### config.mk
export PLATFORM = sky130hd
export DESIGN_NAME = fpsc_top
export DESIGN_NICKNAME = d
export VERILOG_FILES = /design/src/verilog/fpsc_pkg.sv /design/src/verilog/fpsc_delay_timer.sv /design/src/verilog/fpsc_timed_access.sv /design/src/verilog/fpsc_top.sv
export SDC_FILE = /design/constraint.sdc
export NUM_CORES = 1
export LEC_CHECK = 0
export BUFFER_PORTS_ARGS = -buffer_cell sky130_fd_sc_hd__buf_4
export CAP_MARGIN = 20
export CELL_PAD_IN_SITES_DETAIL_PLACEMENT = 0
export CELL_PAD_IN_SITES_GLOBAL_PLACEMENT = 1
export CORE_UTILIZATION = 41
export CTS_CLUSTER_SIZE = 10
export DETAILED_ROUTE_END_ITERATION = 8
export GPL_TIMING_DRIVEN = 0
export PLACE_DENSITY = 0.95
export SYNTH_ARGS = -nofsm -noshare
export SYNTH_HDL_FRONTEND = slang
export SYNTH_HIERARCHICAL = 1
export SYNTH_SLANG_ARGS = --single-unit
### constraint.sdc
create_clock -name clk -period 3.8 [get_ports clk]
set_input_delay 0.57 -clock clk [delete_from_list [all_inputs] [get_ports clk]]
set_output_delay 0.57 -clock clk [all_outputs]
set_load 0.05 [all_outputs]
### src/verilog/fpsc_pkg.sv
package fpsc_pkg;
  // ****************************************
  // Register map (byte addresses)
  // ****************************************
  localparam logic [15:0] ADDR_SUPPLY_SWITCH = 16'ha015;
  localparam logic [15:0] ADDR_CODE_UNLOCK = 16'ha027;
  localparam logic [15:0] ADDR_ZONE5 = 16'ha0c5;
  localparam logic [15:0] ADDR_ZONE6 = 16'ha0c6;
  localparam logic [15:0] ADDR_ZONE7 = 16'ha0c7;
  localparam logic [15:0] ADDR_INFO_PROT = 16'ha0c8;
  localparam logic [15:0] ADDR_TA_KEY = 16'ha0f0;
  localparam logic [15:0] ADDR_SLEEP_CTL = 16'ha0f4;
  // ****************************************
  // Values and fields
  // ****************************************
  localparam logic [7:0] UNLOCK_VALUE = 8'h55;
  localparam logic [7:0] ARM_VALUE = 8'h55;
  localparam logic [7:0] TA_KEY1 = 8'haa;
  localparam logic [7:0] TA_KEY2 = 8'h55;
  localparam logic [7:0] ZONE_RESET = 8'hff;
  localparam logic [7:0] INFO_RESET = 8'h30;
  localparam logic [7:0] INFO_MASK = 8'h33;
  localparam int STAT_BIT = 0;
  // ****************************************
  // Timing
  // ****************************************
  localparam int CLK_MHZ = 100;
  localparam int UNLOCK_DELAY_MS = 300;
  localparam int UNLOCK_CYCLES = UNLOCK_DELAY_MS * 1000 * CLK_MHZ;
  localparam int CNT_W = 25;
  localparam logic [31:0] APB_OKAY_DATA = 32'h0000_0000;
  typedef enum logic [2:0] {
    TA_IDLE = 3'b001,
    TA_KEY = 3'b010,
    TA_OPEN = 3'b100
  } fpsc_ta_t;
endpackage

### src/verilog/fpsc_delay_timer.sv
module fpsc_delay_timer import fpsc_pkg::*; #(
  parameter int DELAY_CYCLES = UNLOCK_CYCLES
) (
  input wire logic clk,
  input wire logic rst,
  input wire logic start,
  input wire logic cancel,
  output logic running,
  output logic done
);
  logic [CNT_W-1:0] count, next_count;
  logic next_running, next_done;
  localparam logic [CNT_W-1:0] LAST = CNT_W'(DELAY_CYCLES - 1);
  // Restart from zero on every start; cancel beats expiry
  always_comb begin
    next_count = count;
    next_running = running;
    next_done = 1'b0;
    if (cancel) begin
      next_running = 1'b0;
      next_count = '0;
    end else if (start) begin
      next_running = 1'b1;
      next_count = '0;
    end else if (running) begin
      if (count == LAST) begin
        next_running = 1'b0;
        next_done = 1'b1;
      end else begin
        next_count = count + 1'b1;
      end
    end
  end
  always_ff @(posedge clk or posedge rst) begin
    if (rst) begin
      count <= '0;
      running <= 1'b0;
      done <= 1'b0;
    end else begin
      count <= next_count;
      running <= next_running;
      done <= next_done;
    end
  end
endmodule // fpsc_delay_timer

### src/verilog/fpsc_timed_access.sv
module fpsc_timed_access import fpsc_pkg::*; (
  input wire logic clk,
  input wire logic rst,
  input wire logic wr_stb,
  input wire logic key_hit,
  input wire logic [7:0] wdata,
  output logic open
);
  fpsc_ta_t state, next_state;
  // ****************************************
  // Two key writes open one protected write
  // ****************************************
  always_comb begin
    next_state = state;
    case (state)
      TA_IDLE: if (wr_stb && key_hit && wdata == TA_KEY1) next_state = TA_KEY;
      TA_KEY: if (wr_stb) next_state = (key_hit && wdata == TA_KEY2) ? TA_OPEN : TA_IDLE;
      TA_OPEN: if (wr_stb) next_state = TA_IDLE; // Any write consumes the window
      default: next_state = TA_IDLE;
    endcase
  end
  always_ff @(posedge clk or posedge rst) begin
    if (rst) state <= TA_IDLE;
    else state <= next_state;
  end
  assign open = (state == TA_OPEN);
endmodule // fpsc_timed_access

### src/verilog/fpsc_top.sv
// Summary of operation
// - While protected, flash controller writes anywhere in 0x0000-0xFFFF are blocked, except in reset, where fc_wr_block resets to 0.
// - Every reset turns code protection on.
// - Writing 0x55 to the unlock register requests protection off.
// - Protection stays on until the 300 ms delay has run out.
// - Any other written value restores protection at once, cancelling pending unlock.
// - Status bit reads 1 when released, 0 while protected or waiting.
// - Writing 0x55 to the supply switch register sets the sleep-power-off flag.
// - Flag set and chip asleep switches the flash supply off.
// - Flag resets to 0; supply stays on in every mode then.
// - Zone bytes are read/write, eight bits each, reset to 0xff.
module fpsc_top import fpsc_pkg::*; #(
  parameter int DELAY_CYCLES = UNLOCK_CYCLES
) (
  input wire logic clk,
  input wire logic rst,
  input wire logic psel,
  input wire logic penable,
  input wire logic pwrite,
  input wire logic [15:0] paddr,
  input wire logic [31:0] pwdata,
  output logic [31:0] prdata,
  output logic pready,
  output logic pslverr,
  input wire logic sleep_mode,
  input wire logic fc_wr_req,
  input wire logic [15:0] fc_wr_addr,
  output logic fc_wr_block,
  output logic flash_supply_on,
  output logic [23:0] zone_permanent_protect_bits,
  output logic [3:0] info_block_protect_bits,
  output logic code_protect_on
);
  // ****************************************
  // Bus decode
  // ****************************************
  logic access, wr_stb, rd_stb, ta_open, prot_wr, key_hit, mapped;
  logic timer_running, timer_done;
  logic [7:0] wbyte;
  assign access = psel && penable && pready;
  assign wr_stb = access && pwrite;
  assign rd_stb = access && !pwrite;
  assign wbyte = pwdata[7:0];
  assign key_hit = (paddr == ADDR_TA_KEY);
  assign prot_wr = wr_stb && ta_open;

  function automatic logic is_mapped(input logic [15:0] a);
    is_mapped = (a == ADDR_SUPPLY_SWITCH) || (a == ADDR_CODE_UNLOCK) || (a == ADDR_ZONE5) ||
                (a == ADDR_ZONE6) || (a == ADDR_ZONE7) || (a == ADDR_INFO_PROT) ||
                (a == ADDR_TA_KEY) || (a == ADDR_SLEEP_CTL);
  endfunction
  assign mapped = is_mapped(paddr);

  fpsc_timed_access u_ta (
    .clk(clk),
    .rst(rst),
    .wr_stb(wr_stb),
    .key_hit(key_hit),
    .wdata(wbyte),
    .open(ta_open)
  );

  // ****************************************
  // Unlock sequencing
  // ****************************************
  logic unlock_write, relock_write;
  assign unlock_write = prot_wr && paddr == ADDR_CODE_UNLOCK && wbyte == UNLOCK_VALUE;
  assign relock_write = prot_wr && paddr == ADDR_CODE_UNLOCK && wbyte != UNLOCK_VALUE;

  fpsc_delay_timer #(.DELAY_CYCLES(DELAY_CYCLES)) u_timer (
    .clk(clk),
    .rst(rst),
    .start(unlock_write),
    .cancel(relock_write),
    .running(timer_running),
    .done(timer_done)
  );

  // ****************************************
  // Register state
  // ****************************************
  logic released, next_released, sleep_flag, next_sleep_flag;
  logic [7:0] zone5, zone6, zone7, info_prot;
  logic [7:0] next_zone5, next_zone6, next_zone7, next_info_prot;

  // Release only on expiry; any keyed unlock-register write re-protects
  always_comb begin
    next_released = released;
    if (relock_write || unlock_write) next_released = 1'b0;
    else if (timer_done) next_released = 1'b1;
  end

  // Flag has no clear path except reset
  always_comb begin
    next_sleep_flag = sleep_flag;
    if (prot_wr && paddr == ADDR_SUPPLY_SWITCH && wbyte == ARM_VALUE) next_sleep_flag = 1'b1;
  end

  // Zone and information-block protect bytes
  always_comb begin
    next_zone5 = zone5;
    next_zone6 = zone6;
    next_zone7 = zone7;
    next_info_prot = info_prot;
    if (prot_wr) begin
      case (paddr)
        ADDR_ZONE5: next_zone5 = wbyte;
        ADDR_ZONE6: next_zone6 = wbyte;
        ADDR_ZONE7: next_zone7 = wbyte;
        ADDR_INFO_PROT: next_info_prot = wbyte & INFO_MASK;
        default: ;
      endcase
    end
  end

  // State registers; any reset re-protects and disarms
  always_ff @(posedge clk or posedge rst) begin
    if (rst) begin
      released <= 1'b0;
      sleep_flag <= 1'b0;
      zone5 <= ZONE_RESET;
      zone6 <= ZONE_RESET;
      zone7 <= ZONE_RESET;
      info_prot <= INFO_RESET;
    end else begin
      released <= next_released;
      sleep_flag <= next_sleep_flag;
      zone5 <= next_zone5;
      zone6 <= next_zone6;
      zone7 <= next_zone7;
      info_prot <= next_info_prot;
    end
  end

  // ****************************************
  // Bus answer and outputs
  // ****************************************
  logic [31:0] next_prdata;
  logic next_pready, next_pslverr, next_fc_block, next_supply_on;

  // No wait state: pready rises the cycle after setup
  always_comb begin
    next_pready = psel && !pready;
    next_pslverr = psel && !pready && !mapped;
    next_prdata = APB_OKAY_DATA;
    if (psel && !pready && !pwrite) begin
      case (paddr)
        ADDR_CODE_UNLOCK: next_prdata[STAT_BIT] = next_released;
        ADDR_ZONE5: next_prdata[7:0] = zone5;
        ADDR_ZONE6: next_prdata[7:0] = zone6;
        ADDR_ZONE7: next_prdata[7:0] = zone7;
        ADDR_INFO_PROT: next_prdata[7:0] = info_prot;
        ADDR_SLEEP_CTL: next_prdata[0] = sleep_flag;
        default: next_prdata = APB_OKAY_DATA;
      endcase
    end
    // Full 16-bit space guarded; register rather than combinational for clean timing
    next_fc_block = fc_wr_req && !next_released;
    next_supply_on = !(next_sleep_flag && sleep_mode);
  end

  // Every output leaves a flip-flop
  always_ff @(posedge clk or posedge rst) begin
    if (rst) begin
      prdata <= APB_OKAY_DATA;
      pready <= 1'b0;
      pslverr <= 1'b0;
      fc_wr_block <= 1'b0;
      flash_supply_on <= 1'b1;
      zone_permanent_protect_bits <= {ZONE_RESET, ZONE_RESET, ZONE_RESET};
      info_block_protect_bits <= {INFO_RESET[5:4], INFO_RESET[1:0]};
      code_protect_on <= 1'b1;
    end else begin
      prdata <= next_prdata;
      pready <= next_pready;
      pslverr <= next_pslverr;
      fc_wr_block <= next_fc_block;
      flash_supply_on <= next_supply_on;
      zone_permanent_protect_bits <= {next_zone7, next_zone6, next_zone5};
      info_block_protect_bits <= {next_info_prot[5:4], next_info_prot[1:0]};
      code_protect_on <= !next_released;
    end
  end

  // ****************************************
  // Check helpers
  // ****************************************
  // Cycles since the last unlock write, cleared by a relock write; stops once the delay ends
  logic [CNT_W-1:0] since_unlock, next_since_unlock;

  // Counted apart from the timer so a wrong end point shows up
  always_comb begin
    next_since_unlock = since_unlock;
    if (unlock_write || relock_write) next_since_unlock = '0;
    else if (timer_running) next_since_unlock = since_unlock + 1'b1;
  end

  // Helper register; reset branch holds constants only
  always_ff @(posedge clk or posedge rst) begin
    if (rst) since_unlock <= '0;
    else since_unlock <= next_since_unlock;
  end
endmodule // fpsc_top
==> results.cfg, run 1 <==
[sta]
finClkSkew_ns = 0.008141
period_minus_slack_ns = 3.241
period_share_pct = 85.28
finalSetupViolCount = 0
drv_slew = 0
rsz0062_at_grt = no
slew_headroom_pct = 32.12
hold_viol = 0
worst_pin_slew_ns = 1.009
hold_slack_ns = 0.09869
setup_tns_ns = 0
fmax_mhz = 308.6

[global_routing]
grt_usage_pct = 19.02
grt_max_degree = 44
grt_pass1_wl_um = 14920
grt_overflow = 0
use_met3_pct = 4.318
grt_pass1_vias = 3053
grt_busiest_layer = met2
grt_use_met2_pct = 31.93
antenna_found_initial = 0
grt.met1_usage_pct = 23.97

[yosys]
synthAdderAreaFrac_pct = 0.3166
synthFlopType = dfrtp_1
synth.top_cell.area_share_pct = 27.86
synth_edf_count = 0
synth_top_family_by_area = simple AND/OR/NAND/NOR gates
ys_warn_count = 6
synthMuxAreaShare_pct = 9.655
ys_seq_area_share_pct = 47.14
synth_compound_area_share_pct = 6.584
ys_ff_latch = 73
syn-cell-area_um2 = 3953
synth_area_leader_cell = dfrtp_1
yosysUniqueCellTypes = 55
yosys-top-cells-area = dfrtp_1 28%, dfstp_2 19%, mux2_2 9.4%, buf_4 4.9%, xor2_1 3.1%
syn_area_per_cell_um2 = 10.77
synth_cells = 367
synthArstFlopShare_pct = 100.0
synth-simple-area-share_pct = 25.32
synth_xor_area_share_pct = 4.432

[route]
viasPerCell = 5.345
drc = 0
vias = 3250
drt-total-wl_um = 9183
initialDrtViolationCount = 114
routedWlPerCell_um = 15.10
drtPass1Iterations = 5
ant_nets = 0

[die]
die_w_um = 100.2
fp.dieH_um = 100.2
die-area_um2 = 10040
start_util_pct = 42.57
core_area_um2 = 9284
rows = 35
ios = 136

[clocking]
cts_setup_buffers = 0
cts_tree = yes
clock-sinks = 73
htreeDepth = 3
clock_latency_ns = 0.35
cts_hold_buf = 0
clk_pin_slew_ns = 0.08
cts_made_buffers = 9
root_buffer = clkbuf_8
clk_path_buf_depth = 2
post_cts_resized = 0

[placement]
port_buffers = 71
dpl.hpwl_um = 6830
gp_congestion = 0.8874

[pwr]
ir_drop_uv = 155.3
leakagePower_nw = 2.221
finalPower_mw = 1.570
p_per_area_nw_per_um2 = 316.1

[job]
cap_violations = 0

[run_status]
status = completed

[cells_and_area]
final_util_pct = 53.50
antenna_cells = 0
area_growth_pct = 25.67
layout.nets = 546
drive_above_1_share_pct = 40.50

[critical_path]
rr_startpoint = u_ta/state[1]$_DFFE_PP0P_
ff2ff_path_depth = 8
r2r_end = u_timer/count[5]$_DFFE_PP0P_
crit_type = in -> reg
arrival_ns = 3.46
start_kind = input port
crit_path_end_kind = flip-flop
rrSetupSlack_ns = 0.84
critPathMaxFanout = 10
crit_required_ns = 4.02

[min_path]
hold_path_class = in -> async
## worst max-delay path, cell delays in order
cell      delay, ns
buf_4          0.11
or4_4          0.53
buf_6          0.16
or4_4          0.56
or2_2          0.30
a21oi_1        0.28
or2_2          0.17
clkbuf_1       0.24
clkbuf_1       0.43
nor2_1         0.11
## layout by cell type (no fill, tap or decap), types with 4 or more instances in the layout
cell	netlist	layout
nand2_1	19	19
nor3_1	6	6
nor2b_1	6	6
nand3_1	18	18
conb_1	1	24
dfrtp_1	44	44
nor2_1	30	30
xnor2_1	6	6
nand4_1	10	10
or2_2	5	5
dfstp_2	29	29
or3_1	6	6
inv_1	9	8
or4bb_1	4	4
clkbuf_8	0	9
xor2_1	14	14
a21oi_1	14	14
buf_4	26	97
mux2_2	33	33
clkbuf_1	4	4
nor4_1	9	9
a22oi_1	7	7
nand4bb_1	4	4
## cell type report
class / instances / area, um2
fillers: 846 / 4317
multi-input cells: 277 / 1921
flip-flops and latches: 73 / 1863
repair buffers: 73 / 565.5
plain buffers: 31 / 221.5
well taps: 129 / 161.4
clock buffers: 9 / 123.9
clock inverters: 7 / 77.57
inverters: 9 / 33.78
## kinds of logic after synthesis
family | count (synthesis)
flops | 73
mux | 34
compound gates | 41
simple gates | 157
other cells | 1
buf+inv | 40
xor+xnor | 20
fa+ha+maj | 1
## cell usage after synthesis, types with 4 or more instances
cell type and n:
dfrtp_1 44, mux2_2 33, nor2_1 30, dfstp_2 29, buf_4 26, nand2_1 19, nand3_1 18, a21oi_1 14
xor2_1 14, nand4_1 10, inv_1 9, nor4_1 9, a22oi_1 7, nor2b_1 6, nor3_1 6, or3_1 6
xnor2_1 6, or2_2 5, clkbuf_1 4, nand4bb_1 4, or4bb_1 4
## flip-flops by register name, indices dropped and copies added (netlist names)
register and cells:
sleep_flag 1, u_timer/running 1, prdata 8, u_timer/done 1, pslverr 1, code_protect_on 1, flash_supply_on 1, u_ta/state 3
released 1, zone_permanent_protect_bits 23, pready 1, u_timer/count 25, zone7 1, info_prot 4, fc_wr_block 1
## where the power goes
part / internal [mW] / total (mW) / switching, mW / leakage, nW
combinational: 0.0550 / 0.163 / 0.108 / 1.25
clock: 0.309 / 0.626 / 0.317 / 0.0968
sequential: 0.780 / 0.781 / 0.000815 / 0.875
## per-layer routing
metal	up-vias	routed length [um]
li1	1521	-
met1	1578	3907
met2	136	4483
met3	15	598
met4	0	193
met5	-	0
## through the flow
| step | instances | area [um2] | setup slack, ns |
|---|---|---|---|
| after floorplan | 390 | 4039 | 0.7035 |
| after global placement | 590 | 4733 | 0.2160 |
| after detailed placement | 591 | 4738 | 0.1854 |
| after CTS | 607 | 4940 | 0.5769 |
| after global routing | 608 | 4967 | 0.3240 |
| final | 608 | 4967 | 0.5595 |
## worst max-delay path by stage
| stage | start | endpoint | slack (ns) | depth (start not counted) |
|---|---|---|---|---|
| 2_1_floorplan | paddr[9] | u_timer/count[0]$_DFFE_PP0P_ | 0.70 | 9 |
| 3_3_place_gp | paddr[9] | u_timer/count[24]$_DFFE_PP0P_ | 0.22 | 10 |
| 3_5_place_dp | paddr[9] | u_timer/count[5]$_DFFE_PP0P_ | 0.19 | 10 |
| 6_report | paddr[9] | u_timer/count[5]$_DFFE_PP0P_ | 0.56 | 10 |
| 5_1_grt | paddr[9] | u_timer/count[5]$_DFFE_PP0P_ | 0.32 | 10 |
| 4_1_cts | paddr[9] | u_timer/count[5]$_DFFE_PP0P_ | 0.58 | 10 |
Note: power is estimated with default switching activity, not from simulation.
==> run 2, diff against run 1 <==
--- a/config.mk
+++ b/config.mk
@@ -5,11 +5,12 @@
 export SDC_FILE = /design/constraint.sdc
 export NUM_CORES = 1
 export LEC_CHECK = 0
+export ABC_AREA = 1
 export BUFFER_PORTS_ARGS = -buffer_cell sky130_fd_sc_hd__buf_4
 export CAP_MARGIN = 20
 export CELL_PAD_IN_SITES_DETAIL_PLACEMENT = 0
 export CELL_PAD_IN_SITES_GLOBAL_PLACEMENT = 1
-export CORE_UTILIZATION = 41
+export CORE_UTILIZATION = 40
 export CTS_CLUSTER_SIZE = 10
 export DETAILED_ROUTE_END_ITERATION = 8
 export GPL_TIMING_DRIVEN = 0
==> results.cfg, run 2 <==
[sta]
drv_slew = 0
setup_tns_ns = 0
hold_viol = 0
worst_slack_ns = 1.242
slew_headroom_pct = 43.51
period_minus_slack_ns = 2.558
rsz0062_at_grt = no
period_share_pct = 67.30
finalSetupViolCount = 0
finClkSkew_ns = 0.006233
fmax_mhz = 391.0
worst_pin_slew_ns = 0.8462

[yosys]
synth_area_leader_cell = dfrtp_1
synth_edf_count = 0
ys_ff_latch = 73
ys_warn_count = 6
ys_top_cells_by_count = 165 x nand2_1, 82 x nor2_1, 65 x inv_1
synthFlopType = dfrtp_1
syn-cell-area_um2 = 4579
synth.top_cell.area_share_pct = 24.04
syn_area_per_cell_um2 = 7.446
yosysUniqueCellTypes = 34
synth_cells = 615
ys_seq_area_share_pct = 40.68
yosys-top-cells-area = dfrtp_1 24%, dfstp_2 17%, nand2_1 14%, o21ai_2 6.9%, nand3_1 6.8%
synthArstFlopShare_pct = 100.0
synth.most_common_cell = nand2_1

[pwr]
p_per_area_nw_per_um2 = 309.1
finalPower_mw = 1.758
ir_drop_uv = 225.9
leakagePower_nw = 2.783

[die]
fp.dieH_um = 109.0
ios = 136
die_w_um = 109.0
rows = 38
core_area_um2 = 10980
start_util_pct = 41.70
die-area_um2 = 11880

[run_status]
status = completed

[route]
drt-total-wl_um = 11350
initialDrtViolationCount = 218
drtPass1Iterations = 6
vias = 4206
viasPerCell = 4.857
ant_nets = 0
drc = 0
routedWlPerCell_um = 13.10

[placement]
gp_congestion = 0.8685
dp_slack_ns = 0.8819
postPlaceCellArea_um2 = 5401
dp_cells = 850
port_buffers = 71
dpl.hpwl_um = 8988

[cells_and_area]
top_register = u_timer/count
area_growth_pct = 24.18
instances_no_fill = 866
most-common-layout-cells = 165 x nand2_1, 97 x buf_4, 82 x nor2_1
drive_above_1_share_pct = 30.44
layout.nets = 793
largest_register_ffs = 25
antenna_cells = 0
layout_commonest_cell = nand2_1
fin_area_um2 = 5687
fillers = 1062
reg_top3 = u_timer/count: 25 flops, zone_permanent_protect_bits: 23 flops, prdata: 8 flops

[critical_path]
arrival_ns = 2.78
cp_cell_sequence = nand2_1 -> nor2_1 -> nand2_1 -> clkinv_2 -> nand2_1 -> nor2_1 -> clkbuf_1 -> clkinv_1 -> clkbuf_1 -> nand3_1 -> o21ai_2
cpMostUsedCell = nand2_1
max_stage_delay_ns = 0.41
crit_required_ns = 4.03
cp_slowest_cell = clkinv_1
crit_path_end_kind = flip-flop
start_kind = flip-flop
critPathMaxFanout = 10
crit_type = reg -> reg

[clocking]
cts_setup_buffers = 0
root_buffer = clkbuf_16
post_cts_resized = 0
clk_path_buf_depth = 2
cts_hold_buf = 0
cts_made_buffers = 9
clock-sinks = 73
cts_tree = yes
htreeDepth = 3
clock_latency_ns = 0.34
clk_pin_slew_ns = 0.06

[global_routing]
grt_overflow = 0
grt_max_degree = 44
grt_pass1_vias = 3977
grt_usage_pct = 20.72
grt_pass1_wl_um = 18840
antenna_found_initial = 0

[job]
cap_violations = 0

[min_path]
hold_path_class = in -> async
## run 2: power breakdown
group	switching (mW)	leakage, nW	internal, mW
clock	0.363	0.131	0.453
sequential	0.000979	0.873	0.781
combinational	0.110	1.78	0.0503
## run 2: kinds of logic (layout without fill, tap and decap cells)
family                   count (synthesis)  after routing  share of synthesized area, %
XOR/XNOR                                 3              3                        0.5739
AND/OR/NAND/NOR                        355            355                         34.89
adder cells (fa/ha/maj)                  1              1                        0.2732
AO/OA/AOI/OAI                           74             74                         11.26
other                                    1             24                       0.08189
flip-flops                              73             73                         40.68
buffers and inverters                  108            196                         12.24
## run 2: final cells by class
class | count | area, um2 | area share, %
inverters | 73 | 275.3 | 4.840
clock inverters | 7 | 60.06 | 1.056
repair buffers | 72 | 560.5 | 9.857
clock buffers | 9 | 225.2 | 3.960
well taps | 140 | 175.2 | 3.080
flip-flops and latches | 73 | 1863 | 32.76
plain buffers | 35 | 285.3 | 5.017
multi-input cells | 457 | 2242 | 39.43
## run 2: critical path, delay by kind of cell, from the launching register on
family / cells / cell delay, ns
buffers and inverters: 4 / 1.24
AOI/OAI and AO/OA: 1 / 0.07
DFF: 1 / 0.37
and+or+nand+nor: 6 / 0.75
## run 2: metal layers
metal / share of wire (%) / vias to the layer above / global-route usage (%)
met3: 5.3 / 15 / 4.304
met2: 52 / 117 / 38.01
met5: 0 / - / 0
met1: 41 / 1951 / 23.53
met4: 1.8 / 0 / 7.432
li1: - / 2123 / -
## run 2: worst paths after layout
kind / cells past startpoint / slack (ns) / startpoint / end
max: 11 / 1.24 / pready$_DFF_PP0_ / u_timer/count[16]$_DFFE_PP0P_
min: 2 / 0.12 / rst / u_ta/state[1]$_DFFE_PP0P_
max reg2reg: 11 / 1.24 / pready$_DFF_PP0_ / u_timer/count[16]$_DFFE_PP0P_
min reg2reg: 2 / 0.49 / zone_permanent_protect_bits[17]$_DFFE_PP1P_ / zone_permanent_protect_bits[17]$_DFFE_PP1P_
max in group asynchronous: 2 / 2.84 / rst / fc_wr_block$_DFF_PP0_
min in group clk: 2 / 0.36 / sleep_mode / flash_supply_on$_DFF_PP1_
## run 2: metrics by stage
| step | utilization (%) | hold slack [ns] |
|---|---|---|
| after floorplan | - | 0.3229 |
| after global placement | 48.93 | 0.4813 |
| after detailed placement | 49.18 | 0.4818 |
| after CTS | 51.78 | 0.1224 |
| after global routing | 51.78 | 0.1292 |
| final | 51.78 | 0.1234 |
==> run 3, diff against run 2 <==
--- a/config.mk
+++ b/config.mk
@@ -5,16 +5,16 @@
 export SDC_FILE = /design/constraint.sdc
 export NUM_CORES = 1
 export LEC_CHECK = 0
-export ABC_AREA = 1
+export ABC_AREA = 0
 export BUFFER_PORTS_ARGS = -buffer_cell sky130_fd_sc_hd__buf_4
 export CAP_MARGIN = 20
 export CELL_PAD_IN_SITES_DETAIL_PLACEMENT = 0
 export CELL_PAD_IN_SITES_GLOBAL_PLACEMENT = 1
-export CORE_UTILIZATION = 40
+export CORE_UTILIZATION = 38
 export CTS_CLUSTER_SIZE = 10
 export DETAILED_ROUTE_END_ITERATION = 8
 export GPL_TIMING_DRIVEN = 0
-export PLACE_DENSITY = 0.95
+export PLACE_DENSITY = 0.92
 export SYNTH_ARGS = -nofsm -noshare
 export SYNTH_HDL_FRONTEND = slang
 export SYNTH_HIERARCHICAL = 1
==> constraint.sdc (replaced) <==
create_clock -name clk -period 2.41 [get_ports clk]
set_input_delay 0.3615 -clock clk [delete_from_list [all_inputs] [get_ports clk]]
set_output_delay 0.3615 -clock clk [all_outputs]
set_load 0.05 [all_outputs]
==> results.cfg, run 3 (synthesis results as in run 1) <==
[clocking]
clock_latency_ns = 0.35
cts_tree = yes
clk_path_buf_depth = 2
clock-sinks = 73
clk_pin_slew_ns = 0.08
cts_made_buffers = 9
root_buffer = clkbuf_8
htreeDepth = 3

[global_routing]
grt_pass1_vias = 3062
grt_usage_pct = 17.01
grt_pass1_wl_um = 14790
grt_overflow = 0
grt_max_degree = 44
use_met3_pct = 4.825
grt.met1_usage_pct = 21.27
grt_busiest_layer = met2
antenna_found_initial = 0
grt_use_met2_pct = 28.14

[min_path]
hold_path_class = in -> reg
hold_depth = 2

[route]
drc = 0
viasPerCell = 5.204
routedWlPerCell_um = 14.76
drt-total-wl_um = 9060
vias = 3195
initialDrtViolationCount = 204
drtPass1Iterations = 4
ant_nets = 0

[run_status]
status = completed

[critical_path]
arrival_ns = 2.61
crit_cells = 9
cpMostUsedCell = nor2b_2
crit_type = in -> reg
max_stage_delay_ns = 0.53
critPathMaxFanout = 10
crit_required_ns = 2.69
ff2ff_path_depth = 4
cp_slowest_cell = or4_4
cp_num_buf_inv = 2
cp_cell_sequence = buf_4 -> or4_4 -> buf_6 -> nor4_4 -> nor2b_2 -> nor2b_2 -> nand3b_1 -> or4_1 -> a22o_1
crit_path_end_kind = flip-flop
cp_top_family = simple AND/OR/NAND/NOR gates
start_kind = input port

[die]
die_w_um = 104.0
ios = 136
start_util_pct = 39.89
core_area_um2 = 9910
die-area_um2 = 10810
rows = 36
fp.dieH_um = 104.0

[sta]
hold_viol = 0
setup_tns_ns = 0
fmax_mhz = 428.7
slew_headroom_pct = 36.84
period_share_pct = 96.79
rsz0062_at_grt = no
period_minus_slack_ns = 2.333
drv_slew = 0
finalSetupViolCount = 0
finClkSkew_ns = 0.007264
hold_slack_ns = 0.1281
worst_slack_ns = 0.07733
worst_pin_slew_ns = 0.9387

[cells_and_area]
drive_above_1_share_pct = 42.41
fillers = 922
layout.nets = 548
reg_top3 = u_timer/count: 25 flops, zone_permanent_protect_bits: 23 flops, prdata: 8 flops
fin_area_um2 = 5055
most-common-layout-cells = 98 x buf_4, 44 x dfrtp_1, 33 x mux2_2
area_growth_pct = 27.89
antenna_cells = 0
final_util_pct = 51.01
largest_register_ffs = 25
instances_no_fill = 614
multi_input_area_um2 = 1969
top_register = u_timer/count
layout_commonest_cell = buf_4
seqCellArea_um2 = 1863

[pwr]
p_sw_mw = 0.6701
leakagePower_nw = 2.228
clkPwrFrac_pct = 37.3
p_per_area_nw_per_um2 = 471.2
sequentialPowerShare_pct = 51.7
comb_power_share_pct = 11.0
ir_drop_uv = 299.7
intPower_mw = 1.712
swShare_pct = 28.13
finalPower_mw = 2.382

[placement]
postPlaceCellArea_um2 = 4797
dp_slack_ns = -0.4580
gp_congestion = 0.8369
port_buffers = 71
dp_cells = 595
dpl.hpwl_um = 6796

[job]
cap_violations = 0
==> run 3: final cells by class <==
type | count | share of cell area, %
clock inverter | 7 | 1.262
multi-input combinational | 277 | 38.96
timing repair buffer | 75 | 11.53
buffer | 31 | 4.975
clock buffer | 9 | 2.450
tap | 133 | 3.292
inverter | 9 | 0.6683
sequential | 73 | 36.86
==> run 3: power by group through the flow <==
| stage | Sequential, mW | Clock, mW | Combinational [mW] |
|---|---|---|---|
| global route | 1.23 | 0.971 | 0.278 |
| CTS | 1.23 | 0.921 | 0.255 |
| global placement | 1.25 | 0 | 0.249 |
| floorplan | 1.27 | 0 | 0.163 |
| finish | 1.23 | 0.889 | 0.261 |
| detailed placement | 1.25 | 0 | 0.252 |
==> run 3: repair_timing <==
item                       CTS  global route
hold buffers                 1             0
hold endpoints to repair     2             0
pin swaps                    0             1
resized for setup            2             3
buffers inserted             0             1
setup endpoints to repair    2            29
==> run 3: routing by layer <==
layer  wire, um  vias to the layer above
li1           -                     1520
met1       3910                     1543
met2       4389                      118
met3        600                       14
met4        160                        0
met5          0                        -
==> run 3: final timing paths <==
path / start / end / slack, ns
hold / removal: sleep_mode / flash_supply_on$_DFF_PP1_ / 0.13
setup reg to reg: u_timer/count[17]$_DFFE_PP0P_ / u_timer/done$_DFF_PP0_ / 0.11
setup / recovery: paddr[10] / u_ta/state[0]$_DFFE_PP1P_ / 0.08
max in group asynchronous: rst / prdata[4]$_DFF_PP0_ / 1.09
min in group asynchronous: rst / u_ta/state[1]$_DFFE_PP0P_ / 0.45
hold reg to reg: released$_DFF_PP0_ / code_protect_on$_DFF_PP1_ / 0.48
==> run 3: worst reg2reg max path: stages (launching register included) <==
cell,delay [ns]
dfrtp_1,0.44
or4b_1,0.59
or4_4,0.47
or4_1,0.55
nor3_2,0.16
